--- src/hdl/i2c_slave_params.svh ---
/*
 * Timing and encoding constants for the two-wire slave receive engine.
 * Assumes it is included by bare name from the design.
 */
`ifndef I2C_SLAVE_PARAMS_SVH
`define I2C_SLAVE_PARAMS_SVH
`define MODE_7BIT 2'h0
`define MODE_10BIT 2'h1
`define MODE_7BIT_SP 2'h2
`define MODE_10BIT_SP 2'h3
`define TEN_BIT_PREFIX 5'h1E
`define ADDR_RESET 8'h00
`define BITS_PER_BYTE 4'h8
`endif

--- src/hdl/i2c_slave_pkg.sv ---
/*
 * Types shared by the two-wire slave receive engine.
 * Assumes nothing beyond the constants header.
 */
package i2c_slave_pkg;
	typedef enum logic [2:0] {
		ST_IDLE,
		ST_SHIFT,
		ST_HOLD8,
		ST_ACK,
		ST_WAIT_ADDR
	} slave_state_t;
	typedef enum logic [1:0] {
		PH_HIGH,
		PH_LOW,
		PH_DATA
	} addr_phase_t;
endpackage

--- src/hdl/i2c_slave_rx.sv ---
/*
 * Slave receive engine for a two-wire serial bus: start and stop
 * detection, 7-bit and 10-bit address match, acknowledge generation,
 * software hold points, clock stretching and a two-entry receive buffer.
 * Assumes the bus lines arrive asynchronously as open-drain levels and
 * that software drives the control inputs and pulse inputs from clk_sys_i.
 */
`include "i2c_slave_params.svh"

// Contract
// - Ninth pulse carries receiver acknowledge.
// - Transmitter releases data line during acknowledge.
// - Capture far party acknowledge into status.
// - Both holds set: drive software acknowledge bit.
// - Both holds clear: hardware acknowledges.
// - No acknowledge when full or overflowed; code still acknowledges with overwrite enabled, and with both holds set drives the software bit.
// - Acknowledge-time bit after eighth fall, holds only.
// - Mode field picks addressing and interrupt style.
// - Interrupt modes flag start, restart, stop.
// - First byte compared; match loads, interrupts.
// - 7-bit match ignores least significant bit.
// - 10-bit high byte matches 11110 A9 A8 0.
// - After high byte: update flag, stretch clock.
// - After low byte: interrupt, update, stretch.
// - 10-bit read needs prior full write match.
// - Write match clears read bit, acknowledges.
// - Interrupt per data byte until cleared.
// - Stretch after each byte until release.
// - Buffer read clears buffer-full flag.
// - Stop sets stop bit, bus idle.
// - Hold: eighth fall interrupts and stretches.
// - Hold: ninth fall interrupts unless not-acknowledged.
// - Start and stop from data edge, clock high.
// - Repeated start resets slave like start.
// - Start/stop enables add interrupts where absent.
module i2c_slave_rx (
	input wire logic clk_sys_i,
	input wire logic reset_n_i,
	input wire logic serial_clock_line_i,
	input wire logic serial_data_line_i,
	output logic serial_clock_line_o,
	output logic serial_clock_line_oe_o,
	output logic serial_data_line_o,
	output logic serial_data_line_oe_o,
	input wire logic [1:0] mode_select_field_i,
	input wire logic address_hold_enable_i,
	input wire logic data_hold_enable_i,
	input wire logic clock_stretch_enable_i,
	input wire logic buffer_overwrite_enable_i,
	input wire logic start_interrupt_enable_i,
	input wire logic stop_interrupt_enable_i,
	input wire logic ack_data_bit_i,
	input wire logic clock_release_set_i,
	input wire logic address_write_i,
	input wire logic [7:0] address_data_i,
	input wire logic interrupt_clear_i,
	input wire logic overflow_clear_i,
	input wire logic rx_ready_i,
	output logic [7:0] rx_data_o,
	output logic rx_valid_o,
	output logic [7:0] slave_address_register_o,
	output logic serial_interrupt_flag_o,
	output logic buffer_full_flag_o,
	output logic receive_overflow_flag_o,
	output logic ack_status_bit_o,
	output logic ack_time_flag_o,
	output logic update_address_flag_o,
	output logic clock_release_bit_o,
	output logic read_write_bit_o,
	output logic start_seen_o,
	output logic stop_seen_o,
	output logic addressed_o
);
	logic [1:0] scl_sync_ff;
	logic [1:0] sda_sync_ff;
	logic scl_prev_ff;
	logic sda_prev_ff;
	wire logic scl_s = scl_sync_ff[1];
	wire logic sda_s = sda_sync_ff[1];
	wire logic scl_rise = scl_s & ~scl_prev_ff;
	wire logic scl_fall = ~scl_s & scl_prev_ff;
	wire logic start_det = scl_s & scl_prev_ff & sda_prev_ff & ~sda_s;
	wire logic stop_det = scl_s & scl_prev_ff & ~sda_prev_ff & sda_s;

	i2c_slave_pkg::slave_state_t state_ff;
	i2c_slave_pkg::addr_phase_t phase_ff;
	logic [3:0] bit_cnt_ff;
	logic [7:0] shift_ff;
	logic [7:0] addr_ff;
	logic [7:0] buf_ff [2];
	logic wr_ptr_ff;
	logic rd_ptr_ff;
	logic [1:0] count_ff;
	logic ack_drive_ff;
	logic nack_sent_ff;
	logic prior_match_ff;
	logic stretch_ff;
	logic low_clock_ff;
	logic set_int;

	wire logic ten_bit = mode_select_field_i[0];
	// Upper mode bit selects start/stop interrupt modes.
	wire logic sp_mode = mode_select_field_i[1];
	wire logic holds_both = address_hold_enable_i & data_hold_enable_i;
	wire logic hold_any = address_hold_enable_i | data_hold_enable_i;
	wire logic is_addr = (phase_ff != i2c_slave_pkg::PH_DATA);
	wire logic hold_this = is_addr ? address_hold_enable_i
		: data_hold_enable_i;
	wire logic [7:0] byte_in = shift_ff;

	// 7-bit compare drops the direction bit.
	wire logic match7 = (byte_in[7:1] == addr_ff[7:1]);
	// High byte pattern from address bits 2 and 1.
	wire logic match_hi = (byte_in[7:3] == `TEN_BIT_PREFIX) &
		(byte_in[2:1] == addr_ff[2:1]);
	// Low byte compared on all eight bits.
	wire logic match_lo = (byte_in == addr_ff);
	wire logic addr_match = !ten_bit ? match7
		: (phase_ff == i2c_slave_pkg::PH_HIGH) ? match_hi : match_lo;
	// A read high byte only counts after a full write match.
	wire logic read_ok = !ten_bit | !byte_in[0] | prior_match_ff
		| (phase_ff != i2c_slave_pkg::PH_HIGH);
	wire logic accept = !is_addr | (addr_match & read_ok);
	// Refuse when full or overflowed unless overwrite allowed.
	wire logic overflowing = (buffer_full_flag_o | receive_overflow_flag_o)
		& !buffer_overwrite_enable_i;
	wire logic lo_phase = ten_bit & (phase_ff == i2c_slave_pkg::PH_LOW);
	wire logic ack_value = holds_both ? ~ack_data_bit_i : ~overflowing;
	wire logic buf_full = (count_ff == 2'h2);

	always_ff @(posedge clk_sys_i) begin
		if (!reset_n_i) begin
			scl_sync_ff <= 2'h3;
			sda_sync_ff <= 2'h3;
			scl_prev_ff <= 1'b1;
			sda_prev_ff <= 1'b1;
		end else begin
			scl_sync_ff <= {scl_sync_ff[0], serial_clock_line_i};
			sda_sync_ff <= {sda_sync_ff[0], serial_data_line_i};
			scl_prev_ff <= scl_s;
			sda_prev_ff <= sda_s;
		end
	end

	// Slave sequencing: shift, hold points, acknowledge slot.
	always_ff @(posedge clk_sys_i) begin
		if (!reset_n_i) begin
			state_ff <= i2c_slave_pkg::ST_IDLE;
			phase_ff <= i2c_slave_pkg::PH_HIGH;
			bit_cnt_ff <= 4'h0;
			shift_ff <= 8'h00;
			ack_drive_ff <= 1'b0;
			nack_sent_ff <= 1'b0;
			addressed_o <= 1'b0;
			ack_time_flag_o <= 1'b0;
			read_write_bit_o <= 1'b0;
			stretch_ff <= 1'b0;
		end else if (start_det) begin
			// Repeated start restarts the address phase.
			state_ff <= i2c_slave_pkg::ST_SHIFT;
			phase_ff <= i2c_slave_pkg::PH_HIGH;
			bit_cnt_ff <= 4'h0;
			ack_drive_ff <= 1'b0;
			addressed_o <= 1'b0;
			ack_time_flag_o <= 1'b0;
			stretch_ff <= 1'b0;
		end else if (stop_det) begin
			// Stop returns the slave to idle.
			state_ff <= i2c_slave_pkg::ST_IDLE;
			ack_drive_ff <= 1'b0;
			addressed_o <= 1'b0;
			ack_time_flag_o <= 1'b0;
			stretch_ff <= 1'b0;
		end else begin
			if (clock_release_set_i)
				stretch_ff <= 1'b0;
			unique case (state_ff)
			i2c_slave_pkg::ST_IDLE: begin
			end
			i2c_slave_pkg::ST_SHIFT: begin
				if (scl_rise) begin
					shift_ff <= {shift_ff[6:0], sda_s};
					bit_cnt_ff <= bit_cnt_ff + 4'h1;
				end else if (scl_fall && bit_cnt_ff == `BITS_PER_BYTE) begin
					bit_cnt_ff <= 4'h0;
					if (!accept && !lo_phase) begin
						state_ff <= i2c_slave_pkg::ST_IDLE;
					end else begin
						if (is_addr && !lo_phase)
							read_write_bit_o <= byte_in[0];
						// Acknowledge time marked in hold modes.
						ack_time_flag_o <= hold_any;
						// Hold point stretches after the eighth fall.
						if (hold_this && (accept || !lo_phase)) begin
							stretch_ff <= 1'b1;
							state_ff <= i2c_slave_pkg::ST_HOLD8;
						end else begin
							state_ff <= i2c_slave_pkg::ST_ACK;
							// Receiver pulls data low on ninth pulse.
							ack_drive_ff <= accept & ack_value;
						end
					end
				end
			end
			i2c_slave_pkg::ST_HOLD8: begin
				// Level settles while the clock is held, never as it rises.
				ack_drive_ff <= ack_value;
				if (!stretch_ff)
					state_ff <= i2c_slave_pkg::ST_ACK;
			end
			i2c_slave_pkg::ST_ACK: begin
				if (scl_fall) begin
					// Release data once the ninth pulse ends.
					ack_drive_ff <= 1'b0;
					ack_time_flag_o <= 1'b0;
					nack_sent_ff <= !ack_drive_ff;
					if (!ack_drive_ff && !lo_phase) begin
						state_ff <= i2c_slave_pkg::ST_IDLE;
					end else if (is_addr && ten_bit && !read_write_bit_o) begin
						// Wait for the low or high address rewrite.
						state_ff <= i2c_slave_pkg::ST_WAIT_ADDR;
						stretch_ff <= 1'b1;
						phase_ff <= (phase_ff == i2c_slave_pkg::PH_HIGH)
							? i2c_slave_pkg::PH_LOW : i2c_slave_pkg::PH_DATA;
						addressed_o <= !lo_phase | ack_drive_ff;
					end else begin
						state_ff <= i2c_slave_pkg::ST_SHIFT;
						phase_ff <= i2c_slave_pkg::PH_DATA;
						addressed_o <= 1'b1;
						if (clock_stretch_enable_i)
							stretch_ff <= 1'b1;
					end
				end
			end
			i2c_slave_pkg::ST_WAIT_ADDR: begin
				if (address_write_i) begin
					stretch_ff <= 1'b0;
					state_ff <= addressed_o ? i2c_slave_pkg::ST_SHIFT
						: i2c_slave_pkg::ST_IDLE;
				end
			end
			default: state_ff <= i2c_slave_pkg::ST_IDLE;
			endcase
		end
	end

	// Prior full match kept until stop or any high byte other than a matching read.
	always_ff @(posedge clk_sys_i) begin
		if (!reset_n_i || stop_det) begin
			prior_match_ff <= 1'b0;
		end else if (state_ff == i2c_slave_pkg::ST_SHIFT && scl_fall
			&& bit_cnt_ff == `BITS_PER_BYTE && ten_bit) begin
			if (phase_ff == i2c_slave_pkg::PH_HIGH
				&& (!match_hi || !byte_in[0]))
				prior_match_ff <= 1'b0;
			else if (lo_phase && match_lo)
				prior_match_ff <= 1'b1;
		end
	end

	// Slave address register and update-address flag.
	always_ff @(posedge clk_sys_i) begin
		if (!reset_n_i) begin
			addr_ff <= `ADDR_RESET;
			slave_address_register_o <= `ADDR_RESET;
			update_address_flag_o <= 1'b0;
		end else if (state_ff == i2c_slave_pkg::ST_ACK && scl_fall
			&& is_addr && ten_bit && !read_write_bit_o
			&& (ack_drive_ff || lo_phase)) begin
			// Update flag set after high and low bytes.
			update_address_flag_o <= 1'b1;
		end else if (address_write_i) begin
			addr_ff <= address_data_i;
			slave_address_register_o <= address_data_i;
			update_address_flag_o <= 1'b0;
		end
	end

	// Acknowledge seen on the ninth rising edge.
	always_ff @(posedge clk_sys_i) begin
		if (!reset_n_i)
			ack_status_bit_o <= 1'b0;
		else if (state_ff == i2c_slave_pkg::ST_ACK && scl_rise)
			ack_status_bit_o <= sda_s;
	end

	// Interrupt sources; a new event wins over a software clear.
	always_comb begin
		set_int = 1'b0;
		// Separate enables add them in plain modes.
		if (start_det && (sp_mode || start_interrupt_enable_i))
			set_int = 1'b1;
		if (stop_det && (sp_mode || stop_interrupt_enable_i))
			set_int = 1'b1;
		if (state_ff == i2c_slave_pkg::ST_SHIFT && scl_fall
			&& bit_cnt_ff == `BITS_PER_BYTE && hold_this
			&& (accept || !lo_phase) && !start_det && !stop_det)
			set_int = 1'b1;
		// Low address byte interrupts even on mismatch.
		if (state_ff == i2c_slave_pkg::ST_ACK && scl_fall
			&& (ack_drive_ff || lo_phase) && !start_det && !stop_det)
			set_int = 1'b1;
	end

	always_ff @(posedge clk_sys_i) begin
		if (!reset_n_i)
			serial_interrupt_flag_o <= 1'b0;
		else if (set_int)
			serial_interrupt_flag_o <= 1'b1;
		else if (interrupt_clear_i)
			serial_interrupt_flag_o <= 1'b0;
	end

	always_ff @(posedge clk_sys_i) begin
		if (!reset_n_i) begin
			start_seen_o <= 1'b0;
			stop_seen_o <= 1'b0;
		end else if (start_det) begin
			start_seen_o <= 1'b1;
			stop_seen_o <= 1'b0;
		end else if (stop_det) begin
			start_seen_o <= 1'b0;
			stop_seen_o <= 1'b1;
		end
	end

	// Two-entry receive buffer; a byte arriving while both entries are full is dropped.
	wire logic push = state_ff == i2c_slave_pkg::ST_SHIFT && scl_fall
		&& bit_cnt_ff == `BITS_PER_BYTE && accept && !overflowing
		&& !(lo_phase && !match_lo) && !buf_full && !start_det;
	wire logic pop = rx_valid_o & rx_ready_i;
	always_ff @(posedge clk_sys_i) begin
		if (!reset_n_i) begin
			wr_ptr_ff <= 1'b0;
			rd_ptr_ff <= 1'b0;
			count_ff <= 2'h0;
			buf_ff[0] <= 8'h00;
			buf_ff[1] <= 8'h00;
		end else begin
			if (push) begin
				buf_ff[wr_ptr_ff] <= byte_in;
				wr_ptr_ff <= ~wr_ptr_ff;
			end
			if (pop)
				rd_ptr_ff <= ~rd_ptr_ff;
			count_ff <= count_ff + {1'b0, push} - {1'b0, pop};
		end
	end

	always_ff @(posedge clk_sys_i) begin
		if (!reset_n_i) begin
			rx_valid_o <= 1'b0;
			rx_data_o <= 8'h00;
			buffer_full_flag_o <= 1'b0;
		end else begin
			rx_valid_o <= (count_ff + {1'b0, push} - {1'b0, pop}) != 2'h0;
			rx_data_o <= (pop || count_ff == 2'h0)
				? ((count_ff == 2'h2 || (count_ff == 2'h1 && !pop))
					? buf_ff[~rd_ptr_ff] : byte_in)
				: buf_ff[rd_ptr_ff];
			// Reading the buffer clears buffer full.
			if (push)
				buffer_full_flag_o <= 1'b1;
			else if (pop)
				buffer_full_flag_o <= 1'b0;
		end
	end

	// Overflow when a byte lands on a full buffer.
	always_ff @(posedge clk_sys_i) begin
		if (!reset_n_i)
			receive_overflow_flag_o <= 1'b0;
		else if (state_ff == i2c_slave_pkg::ST_SHIFT && scl_fall
			&& bit_cnt_ff == `BITS_PER_BYTE && accept
			&& (buffer_full_flag_o || buf_full))
			receive_overflow_flag_o <= 1'b1;
		else if (overflow_clear_i)
			receive_overflow_flag_o <= 1'b0;
	end

	// Open-drain drivers: output value is always low, enable pulls.
	always_ff @(posedge clk_sys_i) begin
		if (!reset_n_i) begin
			low_clock_ff <= 1'b0;
			serial_clock_line_o <= 1'b0;
			serial_clock_line_oe_o <= 1'b0;
			serial_data_line_o <= 1'b0;
			serial_data_line_oe_o <= 1'b0;
			clock_release_bit_o <= 1'b1;
		end else begin
			low_clock_ff <= stretch_ff & ~scl_s;
			serial_clock_line_oe_o <= stretch_ff & (~scl_s | low_clock_ff);
			serial_data_line_oe_o <= ack_drive_ff;
			clock_release_bit_o <= ~stretch_ff;
		end
	end
endmodule // i2c_slave_rx

--- config.mk ---
export PLATFORM = sky130hd
export DESIGN_NAME = i2c_slave_rx
export DESIGN_NICKNAME = d
export VERILOG_FILES = /design/src/hdl/i2c_slave_pkg.sv /design/src/hdl/i2c_slave_rx.sv
export VERILOG_INCLUDE_DIRS = /design/src /design/src/hdl
export SDC_FILE = /design/constraint.sdc
export NUM_CORES = 1
export LEC_CHECK = 0
export BUFFER_PORTS_ARGS = -buffer_cell sky130_fd_sc_hd__buf_4
export CAP_MARGIN = 20
export CELL_PAD_IN_SITES_DETAIL_PLACEMENT = 0
export CELL_PAD_IN_SITES_GLOBAL_PLACEMENT = 1
export CORE_UTILIZATION = 42
export DETAILED_ROUTE_END_ITERATION = 7
export PLACE_DENSITY_LB_ADDON = 0.1
export SLEW_MARGIN = 25
export SYNTH_ARGS = -nofsm -noshare
export SYNTH_HDL_FRONTEND = slang
export SYNTH_SLANG_ARGS = --single-unit
--- constraint.sdc ---
create_clock -name clk_sys_i -period 4.3 [get_ports clk_sys_i]
set_input_delay 0.215 -clock clk_sys_i [delete_from_list [all_inputs] [get_ports clk_sys_i]]
set_output_delay 0.215 -clock clk_sys_i [all_outputs]
set_load 0.02 [all_outputs]
# [After elaboration in Yosys (flattened, before gate mapping)]
# Memory sizes are Yosys's and may differ from the RTL's. A register that Yosys moved wholly into a read port is not among the register bits.
# Index checks and enable logic that the tools add are counted.
[classes] n_addsub=3 n_eq_ne=26 n_mux=70 bitwise_logic=41 n_reduce_logical=89
[op_table] operator="$mux W1" n=51
[op_table] operator="$logic_and A1 B1 Y1" n=35
[op_table] operator="$mux W8" n=3
[op_table] operator="$mux W3" n=7
[op_table] operator="$ne A4 B4 Y1 const B" n=5
[op_table] operator="$reduce_bool A2 Y1" n=10
[op_table] operator="$reduce_and A6 Y1" n=3
[op_table] operator="$logic_not A1 Y1" n=17
[op_table] operator="$not A1 Y1" n=17
[op_table] operator="$and A1 B1 Y1" n=16
[op_table] operator="$ne A2 B2 Y1 const B" n=8
[op_table] operator="$pmux W3 S5" n=1
[op_table] operator="$logic_or A1 B1 Y1" n=9
[op_table] operator="$eq A8 B8 Y1" n=1
[op_table] operator="$mux W4" n=2
[op_table] operator="$or A1 B1 Y1" n=8
[op_table] operator="$reduce_and A4 Y1" n=2
[op_table] operator="$reduce_or A8 Y1" n=1
[op_table] operator="$eq A7 B7 Y1" n=1
[op_table] operator="$reduce_and A7 Y1" n=1
[op_table] operator="$eq A3 B2 Y1 const B" n=2
[op_table] operator="$mux W2" n=3
[op_table] operator="$pmux W1 S3" n=2
[op_table] operator="$reduce_and A3 Y1" n=2
[op_table] operator="19 further kinds" n=22
[totals] regBits=61 mem_bits_rw=16 inputBits=26 out_inout_bits=32 wordCells=262 mem_count=1
[mem_list] memory="buf_ff" depth=2 width=8 rd=2 rd_ports_with_merged_regs=1 write_ports=2 line="i2c_slave_rx.sv:90" source="logic [7:0] buf_ff [2];"

# [Logic depth before layout (Yosys ltp)]
# Gate-level depths: netlist (run 1).
[logic_depth] depth_word=16 depth_mapped=13 mapped_depth_nobuf=12

# [Worst setup path after synthesis (run 1)]
# OpenSTA, ideal clock, no wires.
[synth_path] path_kind="register -> register" startpoint="register addr_ff[1]" endpoint="register rx_valid_o" setup_ns=0.123 t_arrival_ns=2.983 setup_slack_ns=1.194 path_stages_with_launch=13 n_path_buf=1 synth_period_minus_slack_ns=3.106 cell_sequence="dfxtp_1 -> xnor2_1 -> nand2_1 -> o41ai_2 -> a31oi_2 -> or4_1 -> buf_6 -> ha_1 -> ha_1 -> xor2_1 -> and2_1 -> nor3_1 -> or2_2"
[synth_between] elab_chain_len=14
[synth_rtl] element="from (decl)" line="i2c_slave_rx.sv:89" source="logic [7:0] addr_ff;"
[synth_rtl] element="from (signal assigned)" line="i2c_slave_rx.sv:264" source="addr_ff <= `ADDR_RESET;"
[synth_rtl] element="from (signal assigned)" line="i2c_slave_rx.sv:273" source="addr_ff <= address_data_i;"
[synth_rtl] element="$eq A2 B2 Y1" line="i2c_slave_rx.sv:115" source="(byte_in[2:1] == addr_ff[2:1]);"
[synth_rtl] element="$and A1 B1 Y1" line="i2c_slave_rx.sv:114" source="wire logic match_hi = (byte_in[7:3] == `TEN_BIT_PREFIX) &"
[synth_rtl] element="$mux W1" line="i2c_slave_rx.sv:119" source=": (phase_ff == i2c_slave_pkg::PH_HIGH) ? match_hi : match_lo;"
[synth_rtl] element="$mux W1" line="i2c_slave_rx.sv:118" source="wire logic addr_match = !ten_bit ? match7"
[synth_rtl] element="$and A1 B1 Y1" line="i2c_slave_rx.sv:123" source="wire logic accept = !is_addr | (addr_match & read_ok);"
[synth_rtl] element="$or A1 B1 Y1" line="i2c_slave_rx.sv:123"
[synth_rtl] element="$logic_and A1 B1 Y1 (2 in series)" line="i2c_slave_rx.sv:328" source="wire logic push = state_ff == i2c_slave_pkg::ST_SHIFT && scl_fall"
[synth_rtl] element="$logic_and A1 B1 Y1 * (3 in series)" line="i2c_slave_rx.sv:328"
[synth_rtl] element="$add A2 B1 Y2 *" line="i2c_slave_rx.sv:356" source="rx_valid_o <= (count_ff + {1'b0, push} - {1'b0, pop}) != 2'h0;"
[synth_rtl] element="$sub A2 B1 Y2 *" line="i2c_slave_rx.sv:356"
[synth_rtl] element="$reduce_bool A2 Y1 *" line="i2c_slave_rx.sv:356"
[synth_rtl] element="to (signal assigned)" line="i2c_slave_rx.sv:352" source="rx_valid_o <= 1'b0;"
[synth_rtl] element="to (signal assigned)" line="i2c_slave_rx.sv:356"
[synth_rtl] element="to (decl)" line="i2c_slave_rx.sv:60" source="output logic rx_valid_o,"
# Mark *: on every way between the ends. The rest lies on a longest branch, timed or not.
# A chain may end at the register's enable or synchronous reset.

# [Worst setup path in the final report (run 1)]
[layout_path] startpoint="register shift_ff[1], in the netlist byte_in[1]" endpoint="register rx_valid_o"
[layout_between] elab_chain_len=14
[layout_rtl] element="from (decl)" line="i2c_slave_rx.sv:88" source="logic [7:0] shift_ff;"
[layout_rtl] element="from (signal assigned)" line="i2c_slave_rx.sv:182" source="shift_ff <= {shift_ff[6:0], sda_s};"
[layout_rtl] element="$eq A2 B2 Y1" line="i2c_slave_rx.sv:115"
[layout_rtl] element="$and A1 B1 Y1" line="i2c_slave_rx.sv:114"
[layout_rtl] element="$mux W1" line="i2c_slave_rx.sv:119"
[layout_rtl] element="$mux W1" line="i2c_slave_rx.sv:118"
[layout_rtl] element="$and A1 B1 Y1" line="i2c_slave_rx.sv:123"
[layout_rtl] element="$or A1 B1 Y1" line="i2c_slave_rx.sv:123"
[layout_rtl] element="$logic_and A1 B1 Y1 (2 in series)" line="i2c_slave_rx.sv:328"
[layout_rtl] element="$logic_and A1 B1 Y1 * (3 in series)" line="i2c_slave_rx.sv:328"
[layout_rtl] element="$add A2 B1 Y2 *" line="i2c_slave_rx.sv:356"
[layout_rtl] element="$sub A2 B1 Y2 *" line="i2c_slave_rx.sv:356"
[layout_rtl] element="$reduce_bool A2 Y1 *" line="i2c_slave_rx.sv:356"
# Marks and branches as above.

==> out/qor.csv, run 1 <==
stage;metric;value;unit
min_path;hp-class;in2reg;
floorplan;die_w;95.0;µm
place;pre_cts_ws;921;ps
finish;stdcell_count;568;
global_route;overflow;0;
routing;detail-route-antenna-nets;0;
timing;hold_viol;0;
critical_path;worstSetupStartpointType;register;
global_route;gr-max-usage-layer;met2;
place;dpl.hpwl;6.22;mm
critical_path;required;4540;ps
critical_path;reg2reg_from;byte_in[1];
finish;nNetsFinal;489;
timing;tightest_slew;744;ps
routing;drt_iter0_drc;116;
critical_path;critical_path_arrival;3620;ps
timing;min_period_over_period;78.5;%
place;place_inst;552;
timing;clock_skew;9.80;ps
routing;totalWireLength;8.68;mm
finish;fin_area;4330;µm²
logic_synthesis;synth_ff_type;dfxtp_1;
timing;setup_violations;0;
global_route;grt_antenna_before_repair;0;
critical_path;reg2reg_to;rx_valid_o;
run;cap_violations;0;
logic_synthesis;yosysSeqAreaShare;47.4;%
global_route;use_met2;32.8;%
global_route;met3_usage;3.35;%
timing;finalHoldWorstSlack;39.4;ps
logic_synthesis;syn-cell-area;3640;µm²
routing;wl_per_cell;15.3;µm
floorplan;initial_core_util;43.8;%
critical_path;end_kind;register;
power;leakagePower;1.65;nW
timing;finalSetupTns;0;ps
timing;fmax;296;MHz
routing;drc;0;
timing;worst_slew_margin_rel;50.0;%
floorplan;core;8300;µm²
clock_network;cts_hold_buf;0;
clock_network;cts_root_buf;clkbuf_8;
logic_synthesis;yosysUniqueCellTypes;46;
finish;diodes;0;
power;power_density;389;nW/µm²
clock_network;clock_latency;360;ps
power;total_power;1.68;mW
clock_network;htreeDepth;3;
critical_path;cp_max_fo;8;
critical_path;worst_r2r_path_depth;11;
clock_network;clk_path_buf_depth;2;
timing;finalMaxSlewViolations;0;
timing;fin_ws;924;ps
global_route;grt_max_degree;38;
global_route;gr-usage-met1;29.4;%
clock_network;cts_tree;done;
finish;drive_gt1_share;19.2;%
clock_network;cts_resized;0;
global_route;grt_pass1_vias;2843;
min_path;whs_endpoint;scl_sync_ff[0];
logic_synthesis;synth_cells;406;
clock_network;cts_num_sinks;78;
floorplan;ioPinCount;58;
global_route;grt_usage;21.2;%
min_path;holdPathStages;2;
timing;grt_setup_unrepaired;false;
routing;via_per_inst;5.29;
outcome;status;finished clean;
floorplan;die_h;95.0;µm
clock_network;clkSlewWorstSetupHoldPaths;80;ps
clock_network;cts_made_buffers;9;
logic_synthesis;synth_edf_count;16;
floorplan;num_rows;33;
clock_network;cts_setup_buffers;0;
critical_path;rrSetupSlack;920;ps
min_path;hold_start;serial_clock_line_i;
logic_synthesis;synth-seq-cells;78;
power;ir_worst_vdd;0.167;mV
place;place.gp.congestion;0.918;
global_route;grt_pass1_wl;14.4;mm
logic_synthesis;synth-async-reset-ratio;0;%
place;io_buffers;55;
finish;final_util;52.1;%
finish;area_growth;19.0;%
timing;period_minus_slack;3380;ps
logic_synthesis;synth.avg_cell_area;8.96;µm²
critical_path;worst-setup-path-type;reg2reg;
logic_synthesis;synth-warning-count;0;
routing;drtPass1Iterations;4;
place;place_area;4130;µm²
routing;num_vias;3007;
floorplan;die-area;9030;µm²
==> cell type report <==
cell class | count | area (µm²)
clock inverters | 7 | 72.6
fillers | 791 | 3970
clock buffers | 9 | 124
well taps | 105 | 131
inverters | 11 | 41.3
flip-flops and latches | 78 | 1720
multi-input cells | 298 | 1780
repair buffers | 60 | 450
==> power by group <==
part | internal, mW | leakage, nW | switching (mW)
clock network | 0.269 | 0.0972 | 0.293
logic | 0.127 | 0.888 | 0.165
registers | 0.789 | 0.665 | 0.0385
total | 1.19 | 1.65 | 0.496
==> how the worst max path moves through the flow <==
stage	startpoint	endpoint	slack, ps	cells after the start
4_1_cts	byte_in[1]	rx_valid_o	910	11
3_5_place_dp	byte_in[1]	rx_valid_o	920	11
2_1_floorplan	addr_ff[1]	rx_valid_o	1190	12
6_report	byte_in[1]	rx_valid_o	920	11
3_3_place_gp	byte_in[1]	rx_valid_o	1010	11
5_1_grt	byte_in[2]	rx_valid_o	700	11
==> synth_stat cells (2+ instances only) <==
master	instances	area, µm²
nand4_1	5	31.3
nor3_4	2	32.5
and2_1	19	119
o21a_1	2	15.0
xnor2_1	10	87.6
o31ai_1	2	15.0
inv_1	10	37.5
nand2_1	51	191
and2b_2	3	26.3
mux2i_1	20	200
clkbuf_1	12	45.0
nor3_1	8	40.0
o21ai_0	14	70.1
or3_1	3	18.8
a311oi_1	3	26.3
o22ai_1	2	12.5
buf_1	3	11.3
a31oi_1	6	37.5
a211oi_1	18	135
or2_2	3	18.8
xor2_1	4	35.0
nand3_1	13	65.1
buf_4	3	22.5
edfxtp_1	16	480
nor2b_1	2	12.5
dfxtp_1	62	1240
o211ai_1	2	15.0
ha_1	5	62.6
nand2b_1	11	68.8
nor2_1	44	165
a21oi_1	33	165
==> sequential cells by signal, indices dropped and copies added (netlist names), 2 cells and up, named ones only <==
register / flops
buf_ff: 16
addr_ff: 8
byte_in: 8
rx_data_o: 8
bit_cnt_ff: 4
state_ff: 3
count_ff: 2
phase_ff: 2
scl_sync_ff: 2
sda_sync_ff: 2
==> metal layers <==
metal	up-vias	share of wire (%)
met4	0	1.6
met5	-	0
li1	1524	-
met3	14	3.0
met2	56	46
met1	1413	50
==> cells in the final DEF, fill, tap and decap left out, types with 5 or more instances in the layout <==
cell,n
dfxtp_1,62
buf_4,60
nand2_1,51
nor2_1,43
a21oi_1,33
mux2i_1,20
and2_1,19
a211oi_1,18
edfxtp_1,16
o21ai_0,14
nand3_1,13
nand2b_1,11
inv_1,10
xnor2_1,10
clkbuf_8,9
nor3_1,8
a31oi_1,6
nand4_1,5
ha_1,5
==> critical path: stages (launching register included) <==
cell and delay, ps:
dfxtp_1 420, xnor2_1 170, nand2_1 110, o41ai_2 350, a31oi_2 220, or4_1 760
ha_1 380, ha_1 190, xor2_1 160, and2_1 140, nor3_1 50, or2_2 330
==> kinds of logic after synthesis <==
kind of cell             synth area share (%)
AO/OA/AOI/OAI                            15.2
XOR/XNOR                                 3.37
adder cells (fa/ha/maj)                  1.72
buffers and inverters                    3.75
flip-flops                               47.4
multiplexers                             5.82
other                                   0.103
AND/OR/NAND/NOR                          22.6
No activity file was read; power rests on OpenSTA's default activity.
==> run 2, diff against run 1 <==
--- a/config.mk
+++ b/config.mk
@@ -6,11 +6,12 @@
 export SDC_FILE = /design/constraint.sdc
 export NUM_CORES = 1
 export LEC_CHECK = 0
+export ABC_AREA = 1
 export BUFFER_PORTS_ARGS = -buffer_cell sky130_fd_sc_hd__buf_4
 export CAP_MARGIN = 20
 export CELL_PAD_IN_SITES_DETAIL_PLACEMENT = 0
 export CELL_PAD_IN_SITES_GLOBAL_PLACEMENT = 1
-export CORE_UTILIZATION = 42
+export CORE_UTILIZATION = 37
 export DETAILED_ROUTE_END_ITERATION = 7
 export PLACE_DENSITY_LB_ADDON = 0.1
 export SLEW_MARGIN = 25
==> constraint.sdc (replaced) <==
create_clock -name clk_sys_i -period 3 [get_ports clk_sys_i]
set_input_delay 0.15 -clock clk_sys_i [delete_from_list [all_inputs] [get_ports clk_sys_i]]
set_output_delay 0.15 -clock clk_sys_i [all_outputs]
set_load 0.02 [all_outputs]
==> run 2 against run 1 <==
  * Clock skew is 3.7 ps higher
  * Wire length increased by 9.0%
  * Sequential share of layout area fell by 1.0 points
  * Largest power group unchanged
  * Clock power is 55% higher
  * Critical endpoint unchanged
  * Register-to-register slack worse by 250 ps
  * Combinational power is 40% higher
  * Highest routed layer unchanged
  * Sequential power up 41%
  * Die area increased by 13%
  * Flip-flop and latch count did not move
  * Critical path depth grew 3
  * Clock-buffer cell count increased by 1
  * Non-clock buffer count grew 2
==> out/qor.csv, run 2 <==
stage;metric;value;unit
outcome;status;finished clean;
critical_path;rrSetupSlack;670;ps
clock_network;cts_hold_buf;2;
timing;grt_setup_unrepaired;false;
global_route;grt_pass1_wl;15.3;mm
floorplan;die-area;10300;µm²
critical_path;critical-path-top-delay-family;simple AND/OR/NAND/NOR gates;
finish;stdcell_count;670;
routing;drtPass1Iterations;4;
logic_synthesis;synth-async-reset-ratio;0;%
global_route;overflow;0;
clock_network;cts_num_sinks;78;
min_path;hp-class;in2reg;
critical_path;required;3280;ps
logic_synthesis;synth_area_leaders;dfxtp_1 (34%), edfxtp_1 (13%), nand2_1 (9.0%);
timing;finalHoldWorstSlack;22.2;ps
routing;dr_wl_met3;577;µm
floorplan;die_h;101;µm
finish;area_growth;21.7;%
power;leakagePower;1.97;nW
routing;totalWireLength;9.46;mm
power;clkPwrFrac;35.6;%
place;io_buffers;55;
critical_path;reg2reg_to;rx_valid_o;
floorplan;ioPinCount;58;
power;combPwrFrac;16.7;%
timing;setup_violations;0;
clock_network;htreeDepth;3;
critical_path;cpPeakStageDelay;350;ps
clock_network;cts_root_buf;clkbuf_8;
power;switchingPower;0.698;mW
floorplan;initial_core_util;38.9;%
timing;period_minus_slack;2330;ps
power;power_frac_seq;47.8;%
logic_synthesis;synth-compound-area-share;15.4;%
critical_path;cp_slowest_cell;dfxtp_1;
min_path;holdPathStages;3;
logic_synthesis;synth_top_cell_by_area;dfxtp_1;
power;power_density;551;nW/µm²
routing;wl_met1;4.79;mm
global_route;grt_pass1_vias;2944;
finish;largest_register_ffs;16;
clock_network;cts_tree;done;
clock_network;clock_latency;350;ps
logic_synthesis;yosys-top-cells-count;nand2_1 (87), nor2_1 (66), dfxtp_1 (62);
logic_synthesis;synth_top_area_share;34.1;%
logic_synthesis;yosysSeqAreaShare;47.2;%
critical_path;worst-setup-path-type;reg2reg;
global_route;grt_max_degree;32;
critical_path;critical_path_arrival;2600;ps
routing;wl_met2;3.97;mm
logic_synthesis;synth.avg_cell_area;7.67;µm²
finish;nNetsFinal;567;
logic_synthesis;yosys.area_share.adder;1.72;%
clock_network;cts_made_buffers;9;
timing;worst_slew_margin_rel;55.1;%
critical_path;cp_cell_sequence;inv_1 > nand2_1 > nand2_1 > and2_1 > nand3_1 > nor2_1 > nor2_2 > nand2_2 > nand3_4 > ha_1 > ha_1 > xnor2_1 > inv_1 > o21ai_0;
logic_synthesis;synth-warning-count;0;
logic_synthesis;yosys.area_share.simple;24.6;%
min_path;hold_start;address_data_i[4];
timing;finalSetupTns;0;ps
logic_synthesis;synth_edf_count;16;
logic_synthesis;synth-xor-area-share;2.37;%
logic_synthesis;yosys-mux-area-fraction;0.275;%
power;ir_worst_vdd;0.279;mV
clock_network;cts_setup_buffers;0;
logic_synthesis;yosysUniqueCellTypes;41;
logic_synthesis;synth_top_family_by_area;simple AND/OR/NAND/NOR gates;
logic_synthesis;synth-seq-cells;78;
clock_network;clkSlewWorstSetupHoldPaths;80;ps
critical_path;end_kind;register;
floorplan;core;9370;µm²
timing;hold_viol;0;
finish;drive_gt1_share;18.3;%
critical_path;path_buf_inv;2;
power;swShare;28.5;%
critical_path;reg2reg_from;byte_in[2];
logic_synthesis;synth_cells;475;
finish;final_cell_mix;nand2_1 (87), nor2_1 (66), dfxtp_1 (62), buf_4 (60), inv_1 (59);
finish;fin_area;4440;µm²
global_route;grt_antenna_before_repair;0;
place;place_area;4200;µm²
routing;via_per_inst;4.89;
timing;clock_skew;13.5;ps
place;dpl.hpwl;7.06;mm
place;place_inst;652;
logic_synthesis;synth_ff_type;dfxtp_1;
floorplan;num_rows;35;
routing;num_vias;3279;
finish;final_common_cell;nand2_1;
critical_path;worstSetupStartpointType;register;
logic_synthesis;syn-cell-area;3640;µm²
finish;regMostFlops;buf_ff;
finish;diodes;0;
clock_network;clk_path_buf_depth;2;
routing;top_layer;met4;
power;p_int;1.75;mW
timing;fmax;430;MHz
critical_path;cp_max_fo;7;
global_route;grt_usage;19.7;%
place;place.gp.congestion;0.866;
routing;drc;0;
routing;wl_per_cell;14.1;µm
logic_synthesis;synthMostInstantiatedCell;nand2_1;
power;total_power;2.45;mW
timing;min_period_over_period;77.5;%
routing;drt_iter0_drc;146;
run;cap_violations;0;
min_path;whs_endpoint;addr_ff[4];
timing;finalMaxSlewViolations;0;
timing;tightest_slew;669;ps
routing;detail-route-antenna-nets;0;
clock_network;cts_resized;0;
floorplan;die_w;101;µm
critical_path;worst_r2r_path_depth;14;
## run 2: worst max-delay path by stage
| stage | start | endpoint | slack (ps) | depth (start not counted) |
|---|---|---|---|---|
| after CTS | byte_in[2] | rx_valid_o | 660 | 14 |
| after global routing | byte_in[4] | rx_valid_o | 450 | 13 |
| after floorplan | addr_ff[6] | buf_ff[0][0] | 710 | 9 |
| final | byte_in[2] | rx_valid_o | 670 | 14 |
| after global placement | byte_in[4] | rx_valid_o | 680 | 13 |
| after detailed placement | byte_in[2] | rx_valid_o | 690 | 14 |
## run 2: final cells by class
cell class / count / area [µm²]
Fill cell: 971 / 4930
Sequential cell: 78 / 1720
Multi-Input combinational cell: 321 / 1630
Timing Repair Buffer: 62 / 470
Inverter: 64 / 240
Tap cell: 129 / 161
Clock buffer: 10 / 128
Clock inverter: 6 / 87.6
## run 2: cells by family (layout without fill, tap and decap cells)
logic type,after synthesis,after routing
other cells,1,2
mux,1,1
buf+inv,77,142
compound gates,101,101
xor+xnor,9,9
simple gates,203,203
flops,78,78
fa+ha+maj,5,5
## run 2: layer usage
metal  up-vias  global-route usage (%)
met5         -                       0
met4         0                    6.47
met3        10                    3.73
met2       109                    28.2
met1      1486                    29.5
li1       1674                       -
## run 2: power by group through the flow
stage	clock (mW)	combinational [mW]	sequential (mW)
finish	0.870	0.408	1.17
global route	0.935	0.455	1.18
CTS	0.895	0.407	1.17
detailed placement	0	0.404	1.19
global placement	0	0.402	1.19
floorplan	0	0.263	1.20
## run 2: worst reg2reg max path, delay by kind of cell, from the launching register on
kind	cells	cell delay, ps
fa+ha+maj	2	510
flops	1	350
compound gates	1	130
buf+inv	2	200
xor+xnor	1	150
simple gates	8	910
## run 2: stage by stage
step | setup slack, ps | util, %
floorplan | 713 | -
global placement | 684 | 44.8
detailed placement | 686 | 44.8
CTS | 664 | 47.3
global route | 446 | 47.3
finish | 675 | 47.3
